### src/core/edge_shaping_pkg.sv
// Package of register map, field layout and codes for the active edge shaper
package edge_shaping_pkg;

  // ****************************************
  // Register indices and address width
  // ****************************************
  localparam logic [15:0] IDX_EDGE_DURATION = 16'h0511;
  localparam logic [15:0] IDX_RESIDUAL_LEVEL = 16'h0512;
  localparam logic [15:0] IDX_EDGE_KIND = 16'h0513;
  localparam logic [15:0] IDX_EDGE_PROFILE = 16'h0514;
  localparam logic [15:0] IDX_SHAPER_CTRL = 16'h0518;
  localparam logic [15:0] IDX_SHAPER_STATUS = 16'h0519;
  localparam int ADDR_W = 18;

  // ****************************************
  // Field layout
  // ****************************************
  localparam int DUR_DOUBLE_BIT = 7;
  localparam logic [7:0] DUR_WRITE_MASK = 8'h9F;
  localparam logic [7:0] PROFILE_WRITE_MASK = 8'h77;
  localparam logic [7:0] DUR_RESET = 8'h00;
  localparam logic [7:0] RESIDUAL_RESET = 8'h00;
  localparam logic [7:0] KIND_RESET = 8'h11;
  localparam logic [7:0] PROFILE_RESET = 8'h00;
  localparam logic [7:0] FULL_LEVEL = 8'hFF;

  // ****************************************
  // Edge kind codes
  // ****************************************
  localparam logic [3:0] KIND_FW_ONE = 4'h1;
  localparam logic [3:0] KIND_FW_THREE = 4'h3;
  localparam logic [3:0] KIND_LUT_PLAIN = 4'h4;
  localparam logic [3:0] KIND_LUT_CORR = 4'h5;
  localparam logic [3:0] KIND_LUT_NOCORR = 4'h6;

  // Decoded style of one edge
  typedef enum logic [2:0] {
    STYLE_RESERVED = 3'b001,
    STYLE_FIRMWARE = 3'b010,
    STYLE_LOOKUP = 3'b100
  } edge_style_t;

  // Shaper sequencer states
  typedef enum logic [3:0] {
    SH_HIGH = 4'b0001,
    SH_FALL = 4'b0010,
    SH_LOW = 4'b0100,
    SH_RISE = 4'b1000
  } shaper_state_t;

  localparam logic [1:0] RESP_OKAY = 2'b00;
  localparam logic [1:0] RESP_SLVERR = 2'b10;

endpackage

### src/core/edge_kind_decoder.sv
// Decoder of one edge kind nibble into style and options
`timescale 1ns/10ps
`default_nettype none
module edge_kind_decoder
  import edge_shaping_pkg::*;
(
  // Kind nibble and style field
  input wire logic [3:0] kind_i,
  input wire logic [2:0] style_field_i,
  // Decoded settings
  output edge_style_t style_o,
  output logic [1:0] segments_o,
  output logic [2:0] time_const_o,
  output logic [1:0] lut_index_o,
  output logic vdd_adapt_o,
  output logic vdd_correct_o
);

  always_comb begin
    style_o = STYLE_RESERVED;
    segments_o = 2'h0;
    time_const_o = 3'h0;
    lut_index_o = 2'h0;
    vdd_adapt_o = 1'b0;
    vdd_correct_o = 1'b0;
    if (kind_i >= KIND_FW_ONE && kind_i <= KIND_FW_THREE) begin
      style_o = STYLE_FIRMWARE;
      segments_o = kind_i[1:0];
      time_const_o = style_field_i;
    end else if (kind_i >= KIND_LUT_PLAIN && kind_i <= KIND_LUT_NOCORR) begin
      style_o = STYLE_LOOKUP;
      lut_index_o = style_field_i[1:0];
      vdd_adapt_o = (kind_i == KIND_LUT_CORR) || (kind_i == KIND_LUT_NOCORR);
      vdd_correct_o = (kind_i == KIND_LUT_CORR);
    end
  end

endmodule // edge_kind_decoder
`default_nettype wire

### src/core/edge_step_timer.sv
// Transition state timer: one pulse per state, one or two carrier cycles long
`timescale 1ns/10ps
`default_nettype none
module edge_step_timer (
  // Clock and reset
  input wire logic sys_clk_i,
  input wire logic nrst_i,
  // Control
  input wire logic run_i,
  input wire logic double_i,
  // State step
  output logic step_o
);

  logic half_reg;

  always_ff @(posedge sys_clk_i) begin
    if (!nrst_i || !run_i) begin
      half_reg <= 1'b0;
    end else if (double_i) begin
      half_reg <= ~half_reg;
    end else begin
      half_reg <= 1'b0;
    end
  end

  // Step ends a state after one cycle, or two when doubled
  assign step_o = run_i && (!double_i || half_reg);

endmodule // edge_step_timer
`default_nettype wire

### src/core/active_tx_edge_shaping_cfg.sv
// Active mode transmit edge shaper with AXI4-Lite configuration registers
// Summary of operation
// Doubling bit makes each state two cycles
// Five-bit state count shared by both edges
// Eight-bit residual level, 00 none, FF full
// Falling nibble 1..3 selects linear segments
// Codes 4..6 select lookup table, supply options
// Rising nibble uses the same encoding
// Falling style field is firmware time constant
// Falling style field picks lookup table 0..3
// Rising style field acts the same way
// Doubling in bit 7; reserved bits read zero
//
// Design decision made here: the AXI4-Lite slave port.
`timescale 1ns/10ps
`default_nettype none
module active_tx_edge_shaping_cfg
  import edge_shaping_pkg::*;
(
  // Clock and reset
  input wire logic sys_clk_i,
  input wire logic nrst_i,
  // AXI4-Lite write address
  input wire logic [ADDR_W-1:0] s_axi_awaddr,
  input wire logic s_axi_awvalid,
  output logic s_axi_awready,
  // AXI4-Lite write data
  input wire logic [31:0] s_axi_wdata,
  input wire logic [3:0] s_axi_wstrb,
  input wire logic s_axi_wvalid,
  output logic s_axi_wready,
  // AXI4-Lite write response
  output logic [1:0] s_axi_bresp,
  output logic s_axi_bvalid,
  input wire logic s_axi_bready,
  // AXI4-Lite read address
  input wire logic [ADDR_W-1:0] s_axi_araddr,
  input wire logic s_axi_arvalid,
  output logic s_axi_arready,
  // AXI4-Lite read data
  output logic [31:0] s_axi_rdata,
  output logic [1:0] s_axi_rresp,
  output logic s_axi_rvalid,
  input wire logic s_axi_rready,
  // Modulation request
  input wire logic mod_i,
  // Envelope output
  output logic [7:0] amplitude_o,
  output logic shaping_busy_o,
  output logic [1:0] lut_index_o,
  output logic vdd_adapt_o,
  output logic vdd_correct_o
);

  // ****************************************
  // Register storage
  // ****************************************
  logic [7:0] duration_reg;
  logic [7:0] residual_reg;
  logic [7:0] kind_reg;
  logic [7:0] profile_reg;
  logic enable_reg;
  logic [ADDR_W-1:0] aw_addr_reg;
  logic [31:0] w_data_reg;
  logic [3:0] w_strb_reg;
  logic wr_fire;
  logic wr_hit;
  logic [31:0] rd_value;
  logic rd_hit;

  // ****************************************
  // Write channel
  // ****************************************
  // A low ready flop means its address or data beat is held
  assign wr_fire = !s_axi_awready && !s_axi_wready && !s_axi_bvalid;

  always_ff @(posedge sys_clk_i) begin
    if (!nrst_i) begin
      s_axi_awready <= 1'b1;
      aw_addr_reg <= '0;
    end else if (s_axi_awvalid && s_axi_awready) begin
      s_axi_awready <= 1'b0;
      aw_addr_reg <= s_axi_awaddr;
    end else if (wr_fire) begin
      s_axi_awready <= 1'b1;
    end
  end

  always_ff @(posedge sys_clk_i) begin
    if (!nrst_i) begin
      s_axi_wready <= 1'b1;
      w_data_reg <= '0;
      w_strb_reg <= '0;
    end else if (s_axi_wvalid && s_axi_wready) begin
      s_axi_wready <= 1'b0;
      w_data_reg <= s_axi_wdata;
      w_strb_reg <= s_axi_wstrb;
    end else if (wr_fire) begin
      s_axi_wready <= 1'b1;
    end
  end

  always_comb begin
    wr_hit = 1'b0;
    if (aw_addr_reg[ADDR_W-1:2] == IDX_EDGE_DURATION) begin
      wr_hit = 1'b1;
    end else if (aw_addr_reg[ADDR_W-1:2] == IDX_RESIDUAL_LEVEL) begin
      wr_hit = 1'b1;
    end else if (aw_addr_reg[ADDR_W-1:2] == IDX_EDGE_KIND) begin
      wr_hit = 1'b1;
    end else if (aw_addr_reg[ADDR_W-1:2] == IDX_EDGE_PROFILE) begin
      wr_hit = 1'b1;
    end else if (aw_addr_reg[ADDR_W-1:2] == IDX_SHAPER_CTRL) begin
      wr_hit = 1'b1;
    end
  end

  always_ff @(posedge sys_clk_i) begin
    if (!nrst_i) begin
      duration_reg <= DUR_RESET;
      residual_reg <= RESIDUAL_RESET;
      kind_reg <= KIND_RESET;
      profile_reg <= PROFILE_RESET;
      enable_reg <= 1'b0;
    end else if (wr_fire && w_strb_reg[0]) begin
      if (aw_addr_reg[ADDR_W-1:2] == IDX_EDGE_DURATION) begin
        duration_reg <= w_data_reg[7:0] & DUR_WRITE_MASK;
      end else if (aw_addr_reg[ADDR_W-1:2] == IDX_RESIDUAL_LEVEL) begin
        residual_reg <= w_data_reg[7:0];
      end else if (aw_addr_reg[ADDR_W-1:2] == IDX_EDGE_KIND) begin
        kind_reg <= w_data_reg[7:0];
      end else if (aw_addr_reg[ADDR_W-1:2] == IDX_EDGE_PROFILE) begin
        profile_reg <= w_data_reg[7:0] & PROFILE_WRITE_MASK;
      end else if (aw_addr_reg[ADDR_W-1:2] == IDX_SHAPER_CTRL) begin
        enable_reg <= w_data_reg[0];
      end
    end
  end

  always_ff @(posedge sys_clk_i) begin
    if (!nrst_i) begin
      s_axi_bvalid <= 1'b0;
      s_axi_bresp <= RESP_OKAY;
    end else if (wr_fire) begin
      s_axi_bvalid <= 1'b1;
      s_axi_bresp <= wr_hit ? RESP_OKAY : RESP_SLVERR;
    end else if (s_axi_bready) begin
      s_axi_bvalid <= 1'b0;
    end
  end

  // ****************************************
  // Decode of both edges
  // ****************************************
  edge_style_t fall_style;
  edge_style_t rise_style;
  logic [1:0] fall_segments;
  logic [1:0] rise_segments;
  logic [2:0] fall_tc;
  logic [2:0] rise_tc;
  logic [1:0] fall_lut;
  logic [1:0] rise_lut;
  logic fall_adapt;
  logic rise_adapt;
  logic fall_corr;
  logic rise_corr;

  edge_kind_decoder u_fall_decoder (
    .kind_i(kind_reg[7:4]),
    .style_field_i(profile_reg[6:4]),
    .style_o(fall_style),
    .segments_o(fall_segments),
    .time_const_o(fall_tc),
    .lut_index_o(fall_lut),
    .vdd_adapt_o(fall_adapt),
    .vdd_correct_o(fall_corr)
  );

  edge_kind_decoder u_rise_decoder (
    .kind_i(kind_reg[3:0]),
    .style_field_i(profile_reg[2:0]),
    .style_o(rise_style),
    .segments_o(rise_segments),
    .time_const_o(rise_tc),
    .lut_index_o(rise_lut),
    .vdd_adapt_o(rise_adapt),
    .vdd_correct_o(rise_corr)
  );

  // ****************************************
  // Edge sequencer
  // ****************************************
  shaper_state_t state_reg;
  logic [4:0] count_reg;
  logic step;
  logic running;
  logic [7:0] span;
  logic [7:0] target;
  logic [4:0] states;

  assign states = duration_reg[4:0];
  assign running = (state_reg == SH_FALL) || (state_reg == SH_RISE);
  assign span = FULL_LEVEL - residual_reg;

  edge_step_timer u_step_timer (
    .sys_clk_i(sys_clk_i),
    .nrst_i(nrst_i),
    .run_i(running),
    .double_i(duration_reg[DUR_DOUBLE_BIT]),
    .step_o(step)
  );

  always_ff @(posedge sys_clk_i) begin
    if (!nrst_i) begin
      state_reg <= SH_HIGH;
      count_reg <= 5'h00;
    end else begin
      case (state_reg)
        SH_HIGH: begin
          if (enable_reg && mod_i) begin
            state_reg <= (states == 5'h00 || fall_style == STYLE_RESERVED) ? SH_LOW : SH_FALL;
            count_reg <= 5'h00;
          end
        end
        SH_FALL: begin
          if (step) begin
            if (count_reg == states - 5'h01) begin
              state_reg <= SH_LOW;
            end
            count_reg <= count_reg + 5'h01;
          end
        end
        SH_LOW: begin
          if (!mod_i || !enable_reg) begin
            state_reg <= (states == 5'h00 || rise_style == STYLE_RESERVED) ? SH_HIGH : SH_RISE;
            count_reg <= 5'h00;
          end
        end
        SH_RISE: begin
          if (step) begin
            if (count_reg == states - 5'h01) begin
              state_reg <= SH_HIGH;
            end
            count_reg <= count_reg + 5'h01;
          end
        end
        default: begin
          state_reg <= SH_HIGH;
        end
      endcase
    end
  end

  // Linear interpolation; more segments hold each level over that many states
  function automatic logic [7:0] ramp(input logic [7:0] sp, input logic [4:0] k, input logic [4:0] n,
                                      input logic [1:0] seg);
    logic [12:0] prod;
    logic [4:0] kq;
    prod = '0;
    kq = k;
    if (n != 5'h00) begin
      if (seg <= 2'h1) begin
        kq = k;
      end else begin
        kq = k - (k % {3'h0, seg});
      end
      prod = 13'(sp * kq) / 13'(n);
    end
    return prod[7:0];
  endfunction

  always_comb begin
    target = FULL_LEVEL;
    case (state_reg)
      SH_HIGH: target = FULL_LEVEL;
      SH_FALL: target = FULL_LEVEL - ramp(span, count_reg, states, fall_segments);
      SH_LOW: target = residual_reg;
      SH_RISE: target = residual_reg + ramp(span, count_reg, states, rise_segments);
      default: target = FULL_LEVEL;
    endcase
  end

  always_ff @(posedge sys_clk_i) begin
    if (!nrst_i) begin
      amplitude_o <= FULL_LEVEL;
      shaping_busy_o <= 1'b0;
      lut_index_o <= 2'h0;
      vdd_adapt_o <= 1'b0;
      vdd_correct_o <= 1'b0;
    end else begin
      amplitude_o <= target;
      shaping_busy_o <= running;
      if (state_reg == SH_RISE || state_reg == SH_LOW) begin
        lut_index_o <= rise_lut;
        vdd_adapt_o <= rise_adapt;
        vdd_correct_o <= rise_corr;
      end else begin
        lut_index_o <= fall_lut;
        vdd_adapt_o <= fall_adapt;
        vdd_correct_o <= fall_corr;
      end
    end
  end

  // ****************************************
  // Read channel
  // ****************************************
  always_comb begin
    rd_value = 32'h0000_0000;
    rd_hit = 1'b1;
    if (s_axi_araddr[ADDR_W-1:2] == IDX_EDGE_DURATION) begin
      rd_value = {24'h000000, duration_reg};
    end else if (s_axi_araddr[ADDR_W-1:2] == IDX_RESIDUAL_LEVEL) begin
      rd_value = {24'h000000, residual_reg};
    end else if (s_axi_araddr[ADDR_W-1:2] == IDX_EDGE_KIND) begin
      rd_value = {24'h000000, kind_reg};
    end else if (s_axi_araddr[ADDR_W-1:2] == IDX_EDGE_PROFILE) begin
      rd_value = {24'h000000, profile_reg};
    end else if (s_axi_araddr[ADDR_W-1:2] == IDX_SHAPER_CTRL) begin
      rd_value = {31'h0000_0000, enable_reg};
    end else if (s_axi_araddr[ADDR_W-1:2] == IDX_SHAPER_STATUS) begin
      rd_value = {9'h000, fall_tc, rise_tc, count_reg, state_reg, amplitude_o};
    end else begin
      rd_hit = 1'b0;
    end
  end

  always_ff @(posedge sys_clk_i) begin
    if (!nrst_i) begin
      s_axi_arready <= 1'b1;
      s_axi_rvalid <= 1'b0;
      s_axi_rdata <= 32'h0000_0000;
      s_axi_rresp <= RESP_OKAY;
    end else if (s_axi_arvalid && s_axi_arready) begin
      s_axi_arready <= 1'b0;
      s_axi_rvalid <= 1'b1;
      s_axi_rdata <= rd_value;
      s_axi_rresp <= rd_hit ? RESP_OKAY : RESP_SLVERR;
    end else if (s_axi_rready) begin
      s_axi_arready <= 1'b1;
      s_axi_rvalid <= 1'b0;
    end
  end

  // ****************************************
  // Assertions
  // ****************************************
  property p_single_cycle_state;
    @(posedge sys_clk_i) disable iff (!nrst_i)
      (running && !duration_reg[DUR_DOUBLE_BIT]) |-> step;
  endproperty
  a_single_cycle_state: assert property (p_single_cycle_state) else $error("state not one cycle");

  property p_double_cycle_state;
    @(posedge sys_clk_i) disable iff (!nrst_i)
      (running && duration_reg[DUR_DOUBLE_BIT] && step) |=> !step;
  endproperty
  a_double_cycle_state: assert property (p_double_cycle_state) else $error("state not two cycles");

  property p_count_bound;
    @(posedge sys_clk_i) disable iff (!nrst_i)
      running |-> (count_reg < states);
  endproperty
  a_count_bound: assert property (p_count_bound) else $error("state count exceeded");

  property p_residual_hold;
    @(posedge sys_clk_i) disable iff (!nrst_i)
      (state_reg == SH_LOW) |=> (amplitude_o == $past(residual_reg));
  endproperty
  a_residual_hold: assert property (p_residual_hold) else $error("residual level wrong");

  property p_full_idle;
    @(posedge sys_clk_i) disable iff (!nrst_i)
      (state_reg == SH_HIGH) |=> (amplitude_o == FULL_LEVEL);
  endproperty
  a_full_idle: assert property (p_full_idle) else $error("idle not full carrier");

  property p_reserved_fall_skips;
    @(posedge sys_clk_i) disable iff (!nrst_i)
      (state_reg == SH_HIGH && fall_style == STYLE_RESERVED) |=> (state_reg != SH_FALL);
  endproperty
  a_reserved_fall_skips: assert property (p_reserved_fall_skips) else $error("reserved kind shaped");

  property p_lut_options;
    @(posedge sys_clk_i) disable iff (!nrst_i)
      (state_reg == SH_FALL && kind_reg[7:4] == KIND_LUT_CORR) |=> (vdd_adapt_o && vdd_correct_o);
  endproperty
  a_lut_options: assert property (p_lut_options) else $error("supply options wrong");

  property p_rise_lut;
    @(posedge sys_clk_i) disable iff (!nrst_i)
      (state_reg == SH_RISE && rise_style == STYLE_LOOKUP) |=> (lut_index_o == $past(profile_reg[1:0]));
  endproperty
  a_rise_lut: assert property (p_rise_lut) else $error("rising table index wrong");

  property p_reserved_read_zero;
    @(posedge sys_clk_i) disable iff (!nrst_i)
      (duration_reg[6:5] == 2'h0) && (profile_reg[7] == 1'b0) && (profile_reg[3] == 1'b0);
  endproperty
  a_reserved_read_zero: assert property (p_reserved_read_zero) else $error("reserved bits stored");

  c_fall_edge: cover property (@(posedge sys_clk_i) state_reg == SH_FALL ##1 state_reg == SH_LOW);
  c_rise_edge: cover property (@(posedge sys_clk_i) state_reg == SH_RISE ##1 state_reg == SH_HIGH);
  c_doubled: cover property (@(posedge sys_clk_i) running && duration_reg[DUR_DOUBLE_BIT] && step);

endmodule // active_tx_edge_shaping_cfg
`default_nettype wire

### config.mk
export PLATFORM = sky130hd
export DESIGN_NAME = active_tx_edge_shaping_cfg
export DESIGN_NICKNAME = d
export VERILOG_FILES = /design/src/core/edge_shaping_pkg.sv /design/src/core/edge_kind_decoder.sv /design/src/core/edge_step_timer.sv /design/src/core/active_tx_edge_shaping_cfg.sv
export SDC_FILE = /design/constraint.sdc
export NUM_CORES = 1
export LEC_CHECK = 0
export ABC_AREA = 1
export BUFFER_PORTS_ARGS = -buffer_cell sky130_fd_sc_hd__buf_2
export CAP_MARGIN = 20
export CORE_MARGIN = 10
export CORE_UTILIZATION = 62
export DETAILED_ROUTE_END_ITERATION = 8
export GPL_TIMING_DRIVEN = 0
export PLACE_DENSITY = 0.93
export SKIP_LAST_GASP = 1
export SLEW_MARGIN = 20
export SYNTH_ARGS = -nofsm -noshare
export SYNTH_HDL_FRONTEND = slang
export SYNTH_SLANG_ARGS = --single-unit
### constraint.sdc
create_clock -name sys_clk_i -period 38.5 [get_ports sys_clk_i]
set_input_delay 7.7 -clock sys_clk_i [delete_from_list [all_inputs] [get_ports sys_clk_i]]
set_output_delay 7.7 -clock sys_clk_i [all_outputs]
set_load 0.05 [all_outputs]
Word-level counts from Yosys, hierarchy flattened --
Cells that the tools add are included.
Word-level totals: flip-flop bits (word level) 120, input port bits 80, output and inout bits 54, logic and storage cells 202
Cells by class: add/sub/neg operators 7, multipliers 2, divide/modulo/power cells 4, order comparisons 10, equality and inequality tests 29, muxes and demuxes 75, bitwise operators 6, reductions and logical operators 45
Operator list (count):
- 16-bit by 11-bit equality test with 1-bit output, second input constant | 11
- 23-bit 2-to-1 mux | 6
- 5-bit 2-to-1 mux | 9
- 8-bit 2-to-1 mux | 4
- 1-bit 2-to-1 mux | 30
- 4-bit 2-to-1 mux | 7
- 13-bit by 5-bit divider with 13-bit output | 2
- 8-bit by 5-bit multiplier with 13-bit output | 2
- 8-bit one-hot mux with 3 select lines | 1
- 3-bit 2-to-1 mux | 7
- 4-bit by 3-bit equality test with 1-bit output, second input constant | 5
- 2-bit 2-to-1 mux | 9
- 4-bit one-hot mux with 4 select lines | 1
- 8-bit subtractor, first input constant | 2
- 5-bit one-hot mux with 3 select lines | 1
- 1-bit logical AND | 12
- 6-bit AND reduction | 2
- 5-bit by 2-bit modulo with 5-bit output | 2
- 2-bit inequality test, second input constant | 5
- 5-bit subtractor | 2
- 1-bit logical OR | 9
- 8-bit adder | 1
- 4-bit by 1-bit greater-or-equal comparator with 1-bit output, second input constant | 2
- 4-bit by 3-bit greater-or-equal comparator with 1-bit output, second input constant | 2
- 22 further kinds | 44

Depth between registers and ports, before layout --
depth after elaboration 14, depth in mapped cells 204, depth with buffers taken out 204

Hierarchy --
Synthesis repeated with hierarchy kept, for this count alone.
Unflattened totals: cells, all modules 2419, area, all modules 15493.6 µm²
By module, submodules not included:
- active_tx_edge_shaping_cfg | times used 1, cells each 2358, area each 15222.1 µm², seq. area each 2122.0 µm²
- edge_kind_decoder (u_fall_decoder) | times used 1, cells each 27, area each 116.4 µm², seq. area each 0.0 µm²
- edge_kind_decoder (u_rise_decoder) | times used 1, cells each 27, area each 111.4 µm², seq. area each 0.0 µm²
- edge_step_timer | times used 1, cells each 7, area each 43.8 µm², seq. area each 20.0 µm²

Worst setup path before layout --
No wires, ideal clock.
path kind reg-to-reg, from register kind_reg[0], to register amplitude_o[6], library setup time 0.079 ns, data arrival time 27.550 ns, required time 38.421 ns, setup slack 10.871 ns, cell stages (with the launch flop) 197, buffers on the path 0, period minus slack after synthesis 27.629 ns, cell sequence dfxtp_1 nor2_1 inv_1 nand2_1 nor2_1 inv_1 ha_1 or2_2 fa_1 a31oi_1 nand2_1 o21ai_0 ha_1 o21a_1 nor2_1 inv_1 nor2_1 nand2_1 [161 not listed] o21a_1 nor3_1 nand2_1 nor2_1 nand3_1 nor2_1 a21oi_1 ha_1 fa_1 nand2_1 nand2_1 a21oi_1 nor2_1 nor2_1 nor2_1 o21ai_0 nand2_1 o211ai_1
Between the ends: word-level cells in the longest chain between the ends 14, elaborated cells between the ends (all ways) 16, those cells by class add/sub (2); mul (1); div (2); order compare (3); mux (7); reduce/logical (1)
Ends and longest elaborated chain:
- start: declaration | line active_tx_edge_shaping_cfg.sv:60 | logic [7:0] kind_reg;
- start signal: assignment | line active_tx_edge_shaping_cfg.sv:131 | kind_reg <= w_data_reg[7:0];
- 4-bit by 1-bit greater-or-equal comparator with 1-bit output / 4-bit by 2-bit less-or-equal comparator with 1-bit output (equally long branches) | line edge_kind_decoder.sv:26 | if (kind_i >= KIND_FW_ONE && kind_i <= KIND_FW_THREE) begin
- 1-bit logical AND | line edge_kind_decoder.sv:26
- 2-bit 2-to-1 mux (*) | line edge_kind_decoder.sv:26
- 5-bit by 2-bit modulo with 5-bit output | line active_tx_edge_shaping_cfg.sv:265 | kq = k - (k % {3'h0, seg});
- 5-bit subtractor | line active_tx_edge_shaping_cfg.sv:265
- 5-bit 2-to-1 mux (*) | line active_tx_edge_shaping_cfg.sv:262 | if (seg <= 2'h1) begin
- 5-bit 2-to-1 mux (*) | line active_tx_edge_shaping_cfg.sv:261 | if (n != 5'h00) begin
- 5-bit 2-to-1 mux (*) | line active_tx_edge_shaping_cfg.sv:274 | case (state_reg)
- 8-bit by 5-bit multiplier with 13-bit output (*) | line active_tx_edge_shaping_cfg.sv:267 | prod = 13'(sp * kq) / 13'(n);
- 13-bit by 5-bit divider with 13-bit output (*) | line active_tx_edge_shaping_cfg.sv:267
- 8-bit 2-to-1 mux (*) | line active_tx_edge_shaping_cfg.sv:261
- 8-bit 2-to-1 mux (*) | line active_tx_edge_shaping_cfg.sv:274
- 8-bit adder (*) | line active_tx_edge_shaping_cfg.sv:278 | SH_RISE: target = residual_reg + ramp(span, count_reg, states, rise_segments);
- 8-bit one-hot mux with 3 select lines (*) | line active_tx_edge_shaping_cfg.sv:274
- end signal: assignment | line active_tx_edge_shaping_cfg.sv:291 | amplitude_o <= target;
- end: declaration | line active_tx_edge_shaping_cfg.sv:48 | output logic [7:0] amplitude_o,
Mark *: on every way between the ends. The rest lies on a longest branch, timed or not. The select of a mux whose other input is x is not followed. A chain may end at the register's enable or synchronous reset.

Worst setup path in the final report --
Ends and elaborated chain as after synthesis.

==> results.py <==
metrics = {
    "timing": {
        "min_period_ns": 33.07,
        "fin_crit_sh": 0.859,
        "finalSetupViolations": 0,
        "clock.fmax_mhz": 30.2,
        "fin_skew_ns": 0.0104,
        "hold_viol_final": 0,
        "tightest_slew_ns": 1.10,
        "final_max_slew_viol_count": 0,
        "tns_ns": 0,
        "rsz0062_at_grt": "false",
        "maxSlewHeadroom": 0.261,
    },
    "clocking": {
        "clkSlewWorstSetupHoldPaths_ns": 0.07,
        "post-cts-setup-buffers": 0,
        "cts_buffers": 9,
        "insertion_delay_ns": 0.35,
        "cts_tree": "yes",
        "cts_resized": 0,
        "cts.path.max_buffers": 2,
        "clock_sinks": 107,
        "hold_buffers": 0,
        "cts-root-buf": "clkbuf_16",
        "h-tree-depth": 3,
    },
    "floorplanning": {
        "ios": 134,
        "initial_utilization": 0.631,
        "die_w_um": 175,
        "fp.dieH_um": 175,
        "die_area_um2": 30500,
        "core_um2": 23500,
        "row_count": 56,
    },
    "critical_path": {
        "crit_top_cell": "nand2_1",
        "slowest_delay_ns": 0.59,
        "crit_slowest_cell": "xor2_1",
        "required_ns": 38.78,
        "cp.arrival_ns": 33.35,
        "crit_type": "flip-flop to flip-flop",
        "start_kind": "flip-flop",
        "cp-end-kind": "flip-flop",
        "crit_fanout": 12,
    },
    "global_route": {
        "gr-usage-all-layers": 0.245,
        "grt_max_degree": 29,
        "grt-ovfl-total": 0,
        "busiest_layer": "met2",
        "met2_usage": 0.447,
        "antenna_found_initial": 0,
        "grt_pass1_wl_mm": 65.6,
        "grt_use_met1": 0.291,
        "grt_pass1_vias": 14600,
        "grt_use_met3": 0.0384,
    },
    "drt": {
        "ant_nets": 0,
        "avgViaCountPerCell": 5.67,
        "drc": 0,
        "wire_per_inst_um": 14.4,
        "dr.pass1.iters": 7,
        "drt-initial-drc-count": 1252,
        "finalWirelength_mm": 39.3,
        "vias": 15444,
    },
    "cells_and_area": {
        "layout.nets": 2715,
        "drive_above_1_share": 0.0956,
        "area_growth_pct": 8.49,
        "antenna_cells": 0,
        "largest_reg_flops": 23,
        "final_cell_count_no_fill": 2724,
    },
    "yosys": {
        "ys_types": 65,
        "synth_simple_gate_area_share": 0.305,
        "synth_top_area_share": 0.162,
        "synth_compound_area_frac": 0.173,
        "avgSynthCellArea_um2": 6.50,
        "synthCells": 2285,
        "syn_area_um2": 14800,
        "synth.area.mux_share": 0.00143,
        "ys_seq_area_frac": 0.144,
        "synth_ff_type": "dfxtp_1",
        "synth-xor-area-share": 0.0477,
        "synth_enable_flop_cells": 0,
        "synthArstFlopShare": 0,
        "synth_top_family_by_area": "simple AND/OR/NAND/NOR gates",
        "synth_area_leader_cell": "ha_1",
        "synth-seq-cells": 107,
        "synthTopCellsByArea": "ha_1 (16%), dfxtp_1 (14%), nand2_1 (12%)",
        "yosysWarnings": 0,
        "synthAdderAreaFrac": 0.220,
    },
    "placed_design": {
        "dp_hpwl_mm": 31.8,
        "post-place-cells": 2706,
        "io_buffers": 91,
        "place_congestion": 0.970,
    },
    "outcome": {
        "status": "finished clean",
    },
    "run": {
        "maxCapViolCount": 0,
    },
    "hold_path": {
        "min-delay-path-class": "flip-flop to flip-flop",
    },
}
## cells in the mapped netlist, drive strengths merged, types with 20 or more instances
| library cell | count |
|---|---|
| buf | 20 |
| o21ai | 180 |
| o21bai | 20 |
| a21oi | 149 |
| xor2 | 50 |
| dfxtp | 107 |
| nand2 | 513 |
| nand3 | 136 |
| ha | 192 |
| inv | 360 |
| clkbuf | 29 |
| nor3 | 37 |
| fa | 43 |
| xnor2 | 30 |
| nor2 | 245 |
| nand4 | 30 |
## path summary, 6_finish.rpt
kind	cells after the start	end	startpoint	slack [ns]
worst min-delay path	1	u_step_timer.half_reg$_SDFF_PP0_	u_step_timer.half_reg$_SDFF_PP0_	0.43
worst max register to register	196	amplitude_o[6]$_SDFF_PN1_	kind_reg[0]$_SDFFE_PN1P_	5.43
worst min register to register	1	u_step_timer.half_reg$_SDFF_PP0_	u_step_timer.half_reg$_SDFF_PP0_	0.43
worst max-delay path	196	amplitude_o[6]$_SDFF_PN1_	kind_reg[0]$_SDFFE_PN1P_	5.43
## kinds of logic after synthesis
| family | after synthesis |
|---|---|
| simple gates | 1004 |
| compound gates | 442 |
| buf+inv | 414 |
| fa+ha+maj | 235 |
| flops | 107 |
| xor+xnor | 80 |
| mux | 2 |
| other cells | 1 |
## worst max-delay path: cells and delay by family (launching register included)
family                   cells  cell delay, ns
AO/OA/AOI/OAI               64           10.83
flip-flops                   1            0.42
adder cells (fa/ha/maj)     25            8.49
XOR/XNOR                     1            0.59
AND/OR/NAND/NOR             74            9.25
buffers and inverters       32            3.37
## through the flow
step / utilization / instance area (µm²) / worst slack [ns] / hold WS (ns)
floorplan: - / 14900 / 10.87 / 0.401
global placement: 0.669 / 15700 / 7.52 / 0.409
detailed placement: 0.670 / 15800 / 6.21 / 0.418
CTS: 0.683 / 16100 / 6.02 / 0.426
global route: 0.684 / 16100 / 2.13 / 0.442
finish: 0.684 / 16100 / 5.43 / 0.427
## cell type report
type / count / area (µm²)
Multi-Input combinational cell: 1774 / 11100
Sequential cell: 107 / 2140
Timing Repair Buffer: 94 / 515
Clock inverter: 7 / 83.8
Fill cell: 1996 / 7430
Tap cell: 319 / 399
Inverter: 365 / 1370
Clock buffer: 9 / 225
Buffer: 49 / 230
## routing by layer
metal / routed length, µm / share of wire / vias up
li1: - / - / 7705
met1: 16400 / 0.42 / 7127
met2: 19300 / 0.49 / 516
met3: 2750 / 0.070 / 96
met4: 918 / 0.023 / 0
met5: 0 / 0 / -
## layout by cell type (no fill, tap or decap), types with 43 or more instances in the layout
cell     synthesis  final
nand2_1        477    477
inv_1          351    347
nor2_1         228    228
ha_1           192    192
o21ai_0        163    163
a21oi_1        147    147
nand3_1        119    119
dfxtp_1        107    107
buf_2            1     93
xor2_1          49     49
fa_1            43     43
Power is left out: the tool's default activity adds up to more than one toggle a clock period on the data nets, which glitch-free logic cannot reach.
